==> src/shared/acbc_defs.svh <==
// constants of the converter control block: control word layout, reset values, timing
// assumes a 125 MHz system clock; included by the tick timer and the control block
`ifndef ACBC_DEFS_SVH
`define ACBC_DEFS_SVH
`define ACBC_BIT_PD_HI 7
`define ACBC_BIT_PD_LO 6
`define ACBC_BIT_ACQ 5
`define ACBC_BIT_SGL 4
`define ACBC_BIT_UNI 3
`define ACBC_ADDR_MSB 2
`define ACBC_ADDR_LSB 0
`define ACBC_WORD_RESET 8'hC0
`define ACBC_PINS_RESET 4'h7
`define ACBC_CLK_NS 8
`define ACBC_T_CONV_NS 3600
`define ACBC_CONV_STEPS 8'h0D
`define ACBC_TICK_CYC ((`ACBC_T_CONV_NS / 13) / `ACBC_CLK_NS)
`define ACBC_T_ACQ_NS 1000
`define ACBC_ACQ_INT_CYC (`ACBC_T_ACQ_NS / `ACBC_CLK_NS)
`define ACBC_ACQ_EXT_TICKS 8'h03
`endif

==> src/shared/acbc_pkg.sv <==
// types of the converter control block
// assumes acbc_defs.svh is on the include path
package acbc_pkg;
  typedef enum logic [1:0] {ACBC_PD_FULL, ACBC_PD_STANDBY, ACBC_RUN_INTCLK, ACBC_RUN_EXTCLK} acbc_power_type;
  typedef enum logic [1:0] {ACBC_IDLE, ACBC_ACQ_INT, ACBC_ACQ_EXT, ACBC_CONVERT} acbc_phase_type;
  typedef struct packed {
    logic [3:0] s0;
    logic [3:0] s1;
    logic [3:0] s2;
    logic [3:0] pins;
    logic [7:0] d0;
    logic [7:0] d1;
    logic [7:0] d2;
    logic [7:0] word;
    logic clock_external;
    acbc_phase_type phase;
    logic done_n;
    logic [9:0] result;
    logic [7:0] dout;
  } acbc_ctrl_state_type;
  typedef struct packed {
    logic [7:0] div;
    logic [7:0] remain;
  } acbc_timer_state_type;
endpackage

==> src/shared/acbc_timer_if.sv <==
// carrier between the control sequencer and its tick timer
// both ends run on the same system clock
interface acbc_timer_if;
  logic load;
  logic [7:0] load_count;
  logic by_clock;
  logic use_internal;
  logic ext_fall;
  logic tick;
  logic expired;
  modport ctrl (output load, load_count, by_clock, use_internal, ext_fall, input tick, expired);
  modport timer (input load, load_count, by_clock, use_internal, ext_fall, output tick, expired);
endinterface

==> src/logic/acbc_tick_timer.sv <==
// conversion clock source and interval counter
// assumes ext_fall is already synchronised and gated by chip select
`include "acbc_defs.svh"
module acbc_tick_timer
  import acbc_pkg::*;
#(
  parameter int unsigned TICK_CYC = `ACBC_TICK_CYC
) (
  input wire logic clk_in,
  input wire logic resetn_in,
  acbc_timer_if.timer tmr
);
  localparam logic [7:0] TICK_LAST = 8'(TICK_CYC - 1);
  acbc_timer_state_type cur;
  acbc_timer_state_type next;
  logic unit;

  always_comb begin
    next = cur;
    tmr.tick = tmr.use_internal ? (cur.div == TICK_LAST) : tmr.ext_fall;
    if (!tmr.use_internal || cur.div == TICK_LAST) begin
      next.div = 8'h00;
    end else begin
      next.div = cur.div + 8'h01;
    end
    unit = tmr.by_clock | tmr.tick;
    // kept free of load: the sequencer reloads on expiry, so a load term here would loop
    tmr.expired = unit && (cur.remain == 8'h01);
    if (tmr.load) begin
      next.remain = tmr.load_count;
    end else if (unit && cur.remain != 8'h00) begin
      next.remain = cur.remain - 8'h01;
    end
  end

  always_ff @(posedge clk_in or negedge resetn_in) begin
    if (!resetn_in) begin
      cur <= '0;
    end else begin
      cur <= next;
    end
  end
endmodule

==> src/logic/acbc_control.sv <==
// control word port and conversion sequencer of a successive-approximation converter
// assumes the analog core samples on track_out falling and steps on sar_step_out
//
// What this block does
// - power bits decode power-down, standby, internal, external
// - power-down words keep the previous clock mode
// - external clock mode selected after reset
// - acquisition style independent of clock source
// - acquisition bit 0 internal, 1 external
// - input-type bit 1 single-ended, 0 pseudo-differential
// - polarity bit 0 bipolar, 1 unipolar
// - three low bits address the channel
// - internal clock gives about 3.6 us conversion
// - one three-state bus carries words and the low result byte (result bits 7:0)
// - chip select high ignores pins, floats bus
// - control word latched from data lines
// - conversion lasts thirteen conversion-clock cycles
// - internal acquisition three ticks or one microsecond
// - done flag low on result, cleared on read/write
// - write during conversion aborts, starts new acquisition
`include "acbc_defs.svh"
module acbc_control
  import acbc_pkg::*;
#(
  parameter int unsigned TICK_CYC = `ACBC_TICK_CYC,
  parameter int unsigned ACQ_INT_CYC = `ACBC_ACQ_INT_CYC
) (
  input wire logic clk_in,
  input wire logic resetn_in,
  input wire logic cs_n_in,
  input wire logic wr_n_in,
  input wire logic rd_n_in,
  input wire logic conv_clk_in,
  input wire logic [7:0] data_in,
  output logic [7:0] data_out,
  output logic data_oe_out,
  input wire logic [9:0] sar_result_in,
  output logic conv_done_n_out,
  output logic [1:0] power_mode_out,
  output logic full_power_down_out,
  output logic standby_out,
  output logic clock_external_out,
  output logic acquisition_select_out,
  output logic single_ended_select_out,
  output logic unipolar_select_out,
  output logic [2:0] channel_addr_out,
  output logic track_out,
  output logic converting_out,
  output logic sar_step_out
);
  localparam logic [7:0] ACQ_INT_COUNT = 8'(ACQ_INT_CYC);
  localparam int unsigned PIN_CS = 0;
  localparam int unsigned PIN_WR = 1;
  localparam int unsigned PIN_RD = 2;
  localparam int unsigned PIN_CLK = 3;

  acbc_ctrl_state_type cur;
  acbc_ctrl_state_type next;
  acbc_timer_if tmr ();

  logic cs_active;
  logic wr_take;
  logic rd_fall;
  logic [7:0] wr_word;
  logic ext_fall;

  function automatic acbc_power_type acbc_power_decode(input logic [7:0] w);
    return acbc_power_type'(w[`ACBC_BIT_PD_HI:`ACBC_BIT_PD_LO]);
  endfunction

  function automatic logic acbc_is_run(input logic [7:0] w);
    return w[`ACBC_BIT_PD_HI];
  endfunction

  acbc_tick_timer #(
    .TICK_CYC(TICK_CYC)
  ) u_timer (
    .clk_in(clk_in),
    .resetn_in(resetn_in),
    .tmr(tmr)
  );

  always_comb begin
    next = cur;
    // three-stage pin synchronisers; a level counts once stages two and three agree
    next.s0 = {conv_clk_in, rd_n_in, wr_n_in, cs_n_in};
    next.s1 = cur.s0;
    next.s2 = cur.s1;
    for (int i = 0; i < 4; i++) begin
      if (cur.s1[i] == cur.s2[i]) begin
        next.pins[i] = cur.s2[i];
      end
    end
    // data lines take the same delay, so the word lines up with the write edge
    next.d0 = data_in;
    next.d1 = cur.d0;
    next.d2 = cur.d1;

    cs_active = !cur.pins[PIN_CS];
    // with chip select high the strobes and the clock pin are not seen at all
    wr_take = cs_active && !cur.pins[PIN_WR] && next.pins[PIN_WR];
    rd_fall = cs_active && cur.pins[PIN_RD] && !next.pins[PIN_RD];
    ext_fall = cs_active && cur.pins[PIN_CLK] && !next.pins[PIN_CLK];
    wr_word = cur.d2;

    tmr.load = 1'b0;
    tmr.load_count = 8'h00;
    tmr.by_clock = 1'b0;
    tmr.use_internal = !cur.clock_external;
    tmr.ext_fall = ext_fall;

    next.dout = cur.result[7:0];

    if (rd_fall) begin
      next.done_n = 1'b1;
    end

    case (cur.phase)
      ACBC_ACQ_INT: begin
        // with the internal clock the acquisition is counted in system clocks all the way
        tmr.by_clock = !cur.clock_external;
        if (tmr.expired) begin
          next.phase = ACBC_CONVERT;
          tmr.load = 1'b1;
          tmr.load_count = `ACBC_CONV_STEPS;
        end
      end
      ACBC_CONVERT: begin
        if (tmr.expired) begin
          next.phase = ACBC_IDLE;
          next.result = sar_result_in;
          next.done_n = 1'b0;
        end
      end
      ACBC_IDLE: begin
      end
      ACBC_ACQ_EXT: begin
      end
      default: begin
        next.phase = ACBC_IDLE;
      end
    endcase

    // a write overrides whatever the sequencer was doing, a conversion included
    if (wr_take) begin
      next.word = wr_word;
      next.done_n = 1'b1;
      if (acbc_is_run(wr_word)) begin
        next.clock_external = wr_word[`ACBC_BIT_PD_LO];
      end
      if (cur.phase == ACBC_ACQ_EXT && !wr_word[`ACBC_BIT_ACQ]) begin
        next.phase = ACBC_CONVERT;
        tmr.load = 1'b1;
        tmr.load_count = `ACBC_CONV_STEPS;
      end else if (wr_word[`ACBC_BIT_ACQ]) begin
        next.phase = ACBC_ACQ_EXT;
      end else begin
        next.phase = ACBC_ACQ_INT;
        tmr.load = 1'b1;
        // acquisition is timed in clock cycles when the internal clock runs
        if (acbc_is_run(wr_word) ? !wr_word[`ACBC_BIT_PD_LO] : !cur.clock_external) begin
          tmr.by_clock = 1'b1;
          tmr.load_count = ACQ_INT_COUNT;
        end else begin
          tmr.load_count = `ACBC_ACQ_EXT_TICKS;
        end
      end
    end
  end

  always_ff @(posedge clk_in or negedge resetn_in) begin
    if (!resetn_in) begin
      cur.s0 <= `ACBC_PINS_RESET;
      cur.s1 <= `ACBC_PINS_RESET;
      cur.s2 <= `ACBC_PINS_RESET;
      cur.pins <= `ACBC_PINS_RESET;
      cur.d0 <= 8'h00;
      cur.d1 <= 8'h00;
      cur.d2 <= 8'h00;
      cur.word <= `ACBC_WORD_RESET;
      cur.clock_external <= 1'b1;
      cur.phase <= ACBC_IDLE;
      cur.done_n <= 1'b1;
      cur.result <= 10'h000;
      cur.dout <= 8'h00;
    end else begin
      cur <= next;
    end
  end

  // results leave on the same lines the control word arrives on
  assign data_out = cur.dout;
  assign data_oe_out = cs_active && !cur.pins[PIN_RD];
  assign conv_done_n_out = cur.done_n;
  assign power_mode_out = cur.word[`ACBC_BIT_PD_HI:`ACBC_BIT_PD_LO];
  // power-down only takes hold once the sequencer is back in idle after the acquisition and conversion the power-down write starts
  assign full_power_down_out = (cur.phase == ACBC_IDLE) && (acbc_power_decode(cur.word) == ACBC_PD_FULL);
  assign standby_out = (cur.phase == ACBC_IDLE) && (acbc_power_decode(cur.word) == ACBC_PD_STANDBY);
  assign clock_external_out = cur.clock_external;
  assign acquisition_select_out = cur.word[`ACBC_BIT_ACQ];
  assign single_ended_select_out = cur.word[`ACBC_BIT_SGL];
  assign unipolar_select_out = cur.word[`ACBC_BIT_UNI];
  assign channel_addr_out = cur.word[`ACBC_ADDR_MSB:`ACBC_ADDR_LSB];
  assign track_out = (cur.phase == ACBC_ACQ_INT) || (cur.phase == ACBC_ACQ_EXT);
  assign converting_out = (cur.phase == ACBC_CONVERT);
  assign sar_step_out = converting_out && tmr.tick;

  // helper: conversion-clock steps seen in the present conversion
  logic [7:0] step_seen;
  always_ff @(posedge clk_in or negedge resetn_in) begin
    if (!resetn_in) begin
      step_seen <= 8'h00;
    end else if (!converting_out) begin
      step_seen <= 8'h00;
    end else if (sar_step_out) begin
      step_seen <= step_seen + 8'h01;
    end
  end
endmodule

==> config.mk <==
export PLATFORM = sky130hd
export DESIGN_NAME = acbc_control
export DESIGN_NICKNAME = d
export VERILOG_FILES = /design/src/shared/acbc_pkg.sv /design/src/shared/acbc_timer_if.sv /design/src/logic/acbc_tick_timer.sv /design/src/logic/acbc_control.sv
export VERILOG_INCLUDE_DIRS = /design/src /design/src/shared
export SDC_FILE = /design/constraint.sdc
export NUM_CORES = 1
export LEC_CHECK = 0
export BUFFER_PORTS_ARGS = -buffer_cell sky130_fd_sc_hd__buf_2
export CAP_MARGIN = 20
export CORE_UTILIZATION = 30
export DETAILED_ROUTE_END_ITERATION = 10
export GPL_ROUTABILITY_DRIVEN = 0
export PLACE_DENSITY = 0.5
export SYNTH_ARGS = -nofsm -noshare
export SYNTH_HDL_FRONTEND = slang
export SYNTH_SLANG_ARGS = --single-unit
==> constraint.sdc <==
create_clock -name clk_in -period 2.6 [get_ports clk_in]
set_input_delay 0.13 -clock clk_in [delete_from_list [all_inputs] [get_ports clk_in]]
set_output_delay 0.13 -clock clk_in [all_outputs]
set_load 0.05 [all_outputs]
Word-level counts from Yosys, hierarchy flattened
Index checks and enable logic that the tools add are counted.

$add $sub $neg: 2. $mul: 0. Divide/modulo/power cells: 0. Order comparisons: 0. Eq/ne operators: 12. Shifts and indexed selects: 0. Muxes and demuxes: 32. Bitwise logic cells: 1. Reductions and logical operators: 31.

Operator list (count): $mux 8 (7); $mux 1 (16); $logic_and 1x1->1 (13); $mux 13 (1); $mux 11 (1); $add 8x1->8 const B (1); $eq 8x1->1 const B (1); $eq 8x6->1 const B (1); $logic_not 1->1 (8); $reduce_bool 8->1 (1); $sub 8x1->8 const B (1); $mux 7 (1); $mux 2 (3); $eq 1x1->1 (4); $eq 2x1->1 const B (2); $eq 2x2->1 const B (2); $logic_not 2->1 (2); $mux 4 (1); $pmux 2 s2 (1); $reduce_and 2->1 (2); $mux 3 (1); $ne 3x1->1 const B (1); $ne 3x3->1 const B (1); $reduce_and 3->1 (1); 4 further kinds (5).

Bits in registers: 86. Latch bits: 0. Memory bits (writable): 0. ROM bits: 0. Output and inout bits: 24. Logic and storage cells: 94. Memories kept: 0.

Logic depth before layout (Yosys ltp)
Gate-level depths: netlist of the first run.

Depth in word-level cells: 14. Depth in mapped cells: 8. Gate-level depth less buffers: 7.

By module
From an unflattened synthesis of the first run, not the netlist that was laid out.

Cells, all modules: 256. Area total of the unflattened synthesis: 3280.6 um^2.

Modules (own cells, without submodules): acbc_control (times used 1, cells each 155, area each 2337.2 um^2, sequential area each 1721.7 um^2); acbc_tick_timer (times used 1, cells each 101, area each 943.4 um^2, sequential area each 400.4 um^2).

Least setup slack after synthesis of the first run
OpenSTA, ideal clock, no wires.

Kind: register to register. Start: reg cur (netlist bit clock_external_out). End: reg cur[10] in the netlist's numbering. Library setup time: 128 ps. Data arrival time: 2011 ps. Required time: 2472 ps. Path slack: 461 ps. Stages on the path, launching flop included: 7. Period minus slack after synthesis: 2139 ps. Cells stage by stage: dfstp_2 > nor4b_2 > a21oi_2 > nand3_1 > and4_1 > buf_4 > mux2_1.

Word-level cells in the longest chain between the ends: 9.

Ends and longest elaborated chain: start, declared (RTL line acbc_control.sv:57) `acbc_ctrl_state_type cur;`; start signal, assigned (RTL line acbc_control.sv:187) `cur <= next;`; $logic_not 1->1 (RTL line acbc_control.sv:121, acbc_control.sv:161); $mux 1 (on tied branches) (RTL line acbc_control.sv:118, acbc_control.sv:161); $mux 1 (RTL line acbc_control.sv:161) `` if (acbc_is_run(wr_word) ? !wr_word[`ACBC_BIT_PD_LO] : !cur.clock_external) begin ``; $mux 1 (RTL line acbc_control.sv:155) `` end else if (wr_word[`ACBC_BIT_ACQ]) begin ``; $mux 1 (RTL line acbc_control.sv:151) `` if (cur.phase == ACBC_ACQ_EXT && !wr_word[`ACBC_BIT_ACQ]) begin ``; $mux 1 (RTL line acbc_control.sv:145) `if (wr_take) begin`; $or 1x1->1 * (RTL line acbc_tick_timer.sv:26) `unit = tmr.by_clock | tmr.tick;`; $logic_and 1x1->1 * (RTL line acbc_tick_timer.sv:28) `tmr.expired = unit && (cur.remain == 8'h01);`; $reduce_and 2->1 (no source line) *.

Every way passes the cells marked *; elsewhere a longest branch is shown, timed or not. A chain may end at the register's enable or synchronous reset.

Worst setup path in the final report of the first run
Start: reg u_timer.cur[12] in the netlist's numbering. End: reg cur[15] in the netlist's numbering.

Word-level cells in the longest chain between the ends: 5.

Ends and longest elaborated chain: start, declared (RTL line acbc_tick_timer.sv:14) `acbc_timer_state_type cur;`; start signal, assigned (RTL line acbc_tick_timer.sv:40) `cur <= next;`; $eq 8x6->1 (RTL line acbc_tick_timer.sv:20) `tmr.tick = tmr.use_internal ? (cur.div == TICK_LAST) : tmr.ext_fall;`; $mux 1 (RTL line acbc_tick_timer.sv:20); $or 1x1->1 (RTL line acbc_tick_timer.sv:26); $logic_and 1x1->1 (RTL line acbc_tick_timer.sv:28); $reduce_and 2->1 (no source line).

Every way passes these cells.

==> results of run 1 <==
[metal layers]
| metal | GRT usage | up-vias | routed length [um] |
|---|---|---|---|
| met1 | 0.1558 | 1032 | 2984 |
| met4 | 0.05577 | 0 | 58 |
| li1 | - | 991 | - |
| met5 | 0 | - | 0 |
| met2 | 0.1788 | 49 | 2655 |
| met3 | 0.03526 | 6 | 262 |
[area by class of cell]
class	count	share of cell area
clock buffers	10	0.03378
multi-input cells	145	0.2555
repair buffers	72	0.1186
inverters	7	0.006450
well taps	136	0.04177
clock inverters	6	0.02303
flip-flops and latches	84	0.5209
[sequential cells by signal, summed over array words and instances (netlist names)]
name / cells
wr_word: 8
clock_external_out: 1
conv_done_n_out: 1
data_out: 8
cur: 42
acquisition_select_out: 1
u_timer.cur: 16
power_mode_out: 2
single_ended_select_out: 1
channel_addr_out: 3
unipolar_select_out: 1
[per-stage QoR]
step,setup WS [ns],cells,area [um^2]
5_1_grt,0.2519,460,4074
6_report,0.4446,460,4074
3_3_place_gp,0.4951,423,3632
2_1_floorplan,0.4614,253,3309
4_1_cts,0.4219,460,4074
3_5_place_dp,0.4371,423,3632
[logic make-up after synthesis]
| group | synth area share |
|---|---|
| xor+xnor | 0.01853 |
| fa+ha+maj | 0.04613 |
| compound gates | 0.07221 |
| buf+inv | 0.04424 |
| simple gates | 0.1410 |
| flops | 0.6412 |
| mux | 0.03667 |
[power by group through the flow]
stage / Combinational (mW) / Sequential [mW] / Clock (mW)
global placement: 1.01 / 1.75 / 0
finish: 1.04 / 1.73 / 1.06
global route: 1.14 / 1.77 / 1.15
CTS: 1.05 / 1.73 / 1.10
floorplan: 0.813 / 1.75 / 0
detailed placement: 1.02 / 1.76 / 0
[how the worst max path moves through the flow]
| stage | start | end | slack (ns) | cells past startpoint |
|---|---|---|---|---|
| 2_1_floorplan | clock_external_out | cur[10] | 0.46 | 6 |
| 3_3_place_gp | clock_external_out | cur[9] | 0.50 | 6 |
| 3_5_place_dp | u_timer.cur[12] | cur[15] | 0.44 | 6 |
| 4_1_cts | u_timer.cur[12] | cur[15] | 0.42 | 6 |
| 5_1_grt | cur[20] | cur[13] | 0.25 | 8 |
| 6_report | u_timer.cur[12] | cur[15] | 0.44 | 6 |
[Yosys cell counts (3+ instances only)]
cell and instances:
nor2_1 19, mux2_1 9, and3_1 3, dfrtp_1 68, nand2_1 27, buf_4 15
ha_1 9, nand3_1 10, a21oi_1 9, inv_1 7, nor3_1 5, maj3_1 4
xor2_1 5, dfstp_2 16
[worst register-to-register path, stage by stage, from the launching register on]
cell      delay, ns
dfrtp_1        0.44
nor4b_4        0.35
nand4b_2       0.27
nand3_1        0.23
and4_1         0.23
buf_4          0.18
mux2_1         0.34
==> impl_metrics.json, run 1 <==
{
  "fin_skew_ns": 0.01379,
  "firstDrtPassIters": 4,
  "worstSetupEndpointType": "flop",
  "start_util": 0.3149,
  "grt_start_max_net_pins": 55,
  "cp-start-kind": "flop",
  "clockPowerShare": 0.277,
  "synthDistinctLibCells": 49,
  "setup_violations": 0,
  "synth-edff-count": 0,
  "synth_area_leader_cell": "dfrtp_1",
  "ant_nets": 0,
  "finalHoldViolCount": 0,
  "maxCapViolCount": 0,
  "synthCells": 253,
  "critPathTopFamily": "simple AND/OR/NAND/NOR gates",
  "drt_first_iter_violations": 95,
  "syn_area_per_cell_um2": 13.08,
  "holdBufCountCts": 21,
  "post_cts.repair.setup_buffers": 0,
  "netlist_area_mm2": 0.003309,
  "slew_viol_final": 0,
  "die_w_um": 107.0,
  "crit_buf_inv": 1,
  "switching_share": 0.3566,
  "cts_resized": 0,
  "grt_pass1_vias": 2129,
  "r2r-start": "u_timer.cur[12]",
  "wl_per_cell_um": 12.96,
  "ios": 48,
  "synthFlopType": "dfrtp_1",
  "total_power_mw": 3.833,
  "drc": 0,
  "final_common_cell": "dfrtp_1",
  "fmax_ghz": 0.4639,
  "syn-num-nets": 286,
  "worstRegToRegCells": 6,
  "cts_buffer_depth": 2,
  "cellPowerDensity_mw_per_mm2": 940.8,
  "path_class": "reg -> reg",
  "grt_first_pass_wirelength_um": 10400,
  "antenna_cells": 0,
  "synthArstFlopShare": 1.000,
  "cts-buffers-inserted": 9,
  "place.detailed.hpwl_um": 3991,
  "power_switching_mw": 1.367,
  "ctsHtreeMaxLevel": 3,
  "die_h_um": 107.0,
  "hold_class": "in -> async",
  "path_cells": "nor4b_4 > nand4b_2 > nand3_1 > and4_1 > buf_4 > mux2_1",
  "rows": 37,
  "synth_area_leaders": "dfrtp_1 (51%), dfstp_2 (13%), buf_4 (3.4%)",
  "die_area_mm2": 0.01146,
  "vias": 2078,
  "core_mm2": 0.01051,
  "rsz0062_at_grt": "no",
  "post-route-min-period_ns": 2.155,
  "timing.setup.tns_ns": 0,
  "syn_to_final_growth_pct": 23.10,
  "mostFrequentLayoutCells": "dfrtp_1 (68), buf_2 (44), nand2_1 (27)",
  "cts-root-buf": "clkbuf_8",
  "status": "finished clean",
  "max-vdd-ir-drop_v": 0.0004643,
  "synth_top_area_share": 0.5142,
  "clock_sinks": 84,
  "slowest_stage": "dfrtp_1",
  "arrival_ns": 2.38,
  "max_slew.worst_pin.slew_ns": 0.6530,
  "routed_via_density": 4.517,
  "fin_util": 0.3877,
  "pwr-share-seq": 0.452,
  "slew-limit-headroom": 0.5606,
  "reg2reg_to": "cur[15]",
  "layout-drive-gt1-share": 0.3025,
  "internal_power_mw": 2.466,
  "clk_pin_slew_ns": 0.09,
  "cts_tree": "yes",
  "antenna_found_initial": 0,
  "ys_ff_latch": 84,
  "seqCellArea_mm2": 0.002122,
  "multi_input_area_mm2": 0.001041,
  "cp_max_fo": 7,
  "r2r_setup_slack_ns": 0.44,
  "leakage_nw": 1.918,
  "grt_use_total": 0.1186,
  "nets": 352,
  "slowest_delay_ns": 0.44,
  "ys_seq_area_frac": 0.6412,
  "clock_latency_ns": 0.35,
  "p_comb_frac": 0.272,
  "holdWs_ns": 0.3413,
  "critPathRequiredTime_ns": 2.83,
  "portBuffers": 45,
  "fin_crit_sh": 0.8290,
  "grt_overflow": 0,
  "ys_warn_count": 0,
  "fillCellCount": 1007,
  "wirelength_um": 5960
}
Note: power is estimated with default switching activity, not from simulation.
==> inputs of run 2 (changes only) <==
Clock period 2.6 ns to 1.99 ns, I/O delays scaled along.
==> run 2 against run 1 <==
  * Non-clock buffer count up 16
  * Clock power increased by 7%
  * Critical path depth decreased by 1
  * Flip-flop and latch count unchanged
  * Routed wire length is 3.2% higher
  * Sequential share of layout area is 1.5 points lower
  * Setup slack lost 0.38 ns
  * Power rose by 28%
  * Largest cell class unchanged
  * Highest routed layer unchanged
==> impl_metrics.json, run 2 (same netlist as run 1, synthesis figures left out) <==
{
  "hold_class": "in -> async",
  "critPathRequiredTime_ns": 2.26,
  "place.detailed.hpwl_um": 4140,
  "clock_latency_ns": 0.36,
  "layout-drive-gt1-share": 0.3529,
  "portBuffers": 45,
  "grt_first_pass_wirelength_um": 10490,
  "internal_power_mw": 3.075,
  "start_util": 0.3149,
  "fmax_ghz": 0.5187,
  "antenna_found_initial": 0,
  "wirelength_um": 6148,
  "vias": 2086,
  "p_comb_frac": 0.310,
  "drc": 0,
  "status": "finished clean",
  "switching_share": 0.3728,
  "place_ws_ns": 0.01227,
  "antenna_cells": 0,
  "reg2reg_to": "u_timer.cur[2]",
  "maxCapViolCount": 0,
  "stdcell_count": 476,
  "worstSetupEndpoint": "u_timer.cur[2]",
  "clock_sinks": 84,
  "worstSetupEndpointType": "flop",
  "clk_pin_slew_ns": 0.09,
  "worstRegToRegCells": 5,
  "cts_buffer_depth": 2,
  "die_w_um": 107.0,
  "wl_per_cell_um": 12.92,
  "grt_overflow": 0,
  "top_register": "cur",
  "cellPowerDensity_mw_per_mm2": 1167,
  "nets": 368,
  "fin_util": 0.3999,
  "ant_nets": 0,
  "slew-limit-headroom": 0.6757,
  "grt_use_total": 0.1205,
  "cp_max_fo": 4,
  "mostFrequentLayoutCells": "dfrtp_1 (68), buf_2 (43), nand2_1 (27)",
  "ios": 48,
  "rows": 37,
  "cts-root-buf": "clkbuf_8",
  "cts_tree": "yes",
  "slew_viol_final": 0,
  "die_h_um": 107.0,
  "leakage_nw": 2.001,
  "pwr-share-seq": 0.459,
  "clockPowerShare": 0.231,
  "cts-buffers-inserted": 9,
  "grt_pass1_vias": 2176,
  "fin_skew_ns": 0.007641,
  "fin_crit_sh": 0.9687,
  "arrival_ns": 2.20,
  "finalHoldViolCount": 0,
  "r2r-start": "u_timer.cur[6]",
  "setup_violations": 0,
  "max_slew.worst_pin.slew_ns": 0.4865,
  "cp-start-kind": "flop",
  "drt_first_iter_violations": 117,
  "ctsHtreeMaxLevel": 3,
  "startpoint": "u_timer.cur[6]",
  "largest_reg_flops": 42,
  "setup_ws_ns": 0.06220,
  "reg_top3": "cur: 42 flops, u_timer.cur: 16 flops",
  "max-vdd-ir-drop_v": 0.0006027,
  "r2r_setup_slack_ns": 0.06,
  "grt_start_max_net_pins": 49,
  "firstDrtPassIters": 4,
  "syn_to_final_growth_pct": 26.99,
  "post-place-cells": 436,
  "path_class": "reg -> reg",
  "power_switching_mw": 1.828,
  "routed_via_density": 4.382,
  "post-route-min-period_ns": 1.928,
  "final_common_cell": "dfrtp_1",
  "rsz0062_at_grt": "yes",
  "die_area_mm2": 0.01146,
  "core_mm2": 0.01051
}
## run 2: cell count changes in the layout (fill, tap and decap cells not counted), sizes merged
cell	before	now
bufinv	2	0
buf	51	67
inv	9	10
clkinv	1	2
## run 2: routing by layer
metal	track usage	wire, um	share of wire
met2	0.1797	2727	0.44
met3	0.02675	229	0.037
met1	0.1630	3055	0.50
met4	0.06458	134	0.022
met5	0	0	0
## run 2: per-stage QoR
| step | instance area (um^2) | power [mW] | hold WS [ns] | setup TNS (ns) |
|---|---|---|---|---|
| CTS | 4149 | 4.927 | 0.2420 | 0 |
| finish | 4203 | 4.903 | 0.2524 | 0 |
| detailed placement | 3755 | 3.734 | 0.1001 | 0 |
| floorplan | 3326 | 3.361 | -0.1961 | -0.1259 |
| global placement | 3755 | 3.705 | 0.1022 | 0 |
| global route | 4203 | 5.214 | 0.2966 | -0.1568 |
## run 2: what timing repair did
action,CTS,global route
resized for setup,0,9
endpoints found under the setup margin,0,18
endpoints found under the hold margin,56,0
setup buffers,0,3
hold buffers,21,0
## run 2: worst min path at each step
stage          startpoint                     end  slack [ns]  cells after the start
2_1_floorplan   resetn_in  acquisition_select_out       -0.20                      0
3_3_place_gp    resetn_in                 cur[47]        0.10                      1
3_5_place_dp    resetn_in                 cur[47]        0.10                      1
4_1_cts         resetn_in                 cur[39]        0.24                      2
5_1_grt         resetn_in                 cur[50]        0.30                      2
6_report        resetn_in              wr_word[2]        0.25                      2
## run 2: power by group through the flow
stage	clock [mW]	combinational, mW	sequential (mW)
6_report	1.13	1.52	2.25
5_1_grt	1.25	1.66	2.30
4_1_cts	1.18	1.49	2.25
3_5_place_dp	0	1.45	2.28
3_3_place_gp	0	1.43	2.27
2_1_floorplan	0	1.06	2.30
## run 2: critical path: stages, from the launching register on
cell	delay, ns
dfrtp_1	0.39
or4_4	0.59
nor4b_4	0.32
a22o_2	0.25
o21bai_1	0.08
nor3_1	0.22
## run 2: layout make-up
class	instances	area, um^2
Clock buffer	10	137.6
Fill cell	1007	6306
Inverter	7	26.28
Timing Repair Buffer	88	621.8
Tap cell	136	170.2
Sequential cell	84	2126
Multi-Input combinational cell	145	1075
Clock inverter	6	46.29
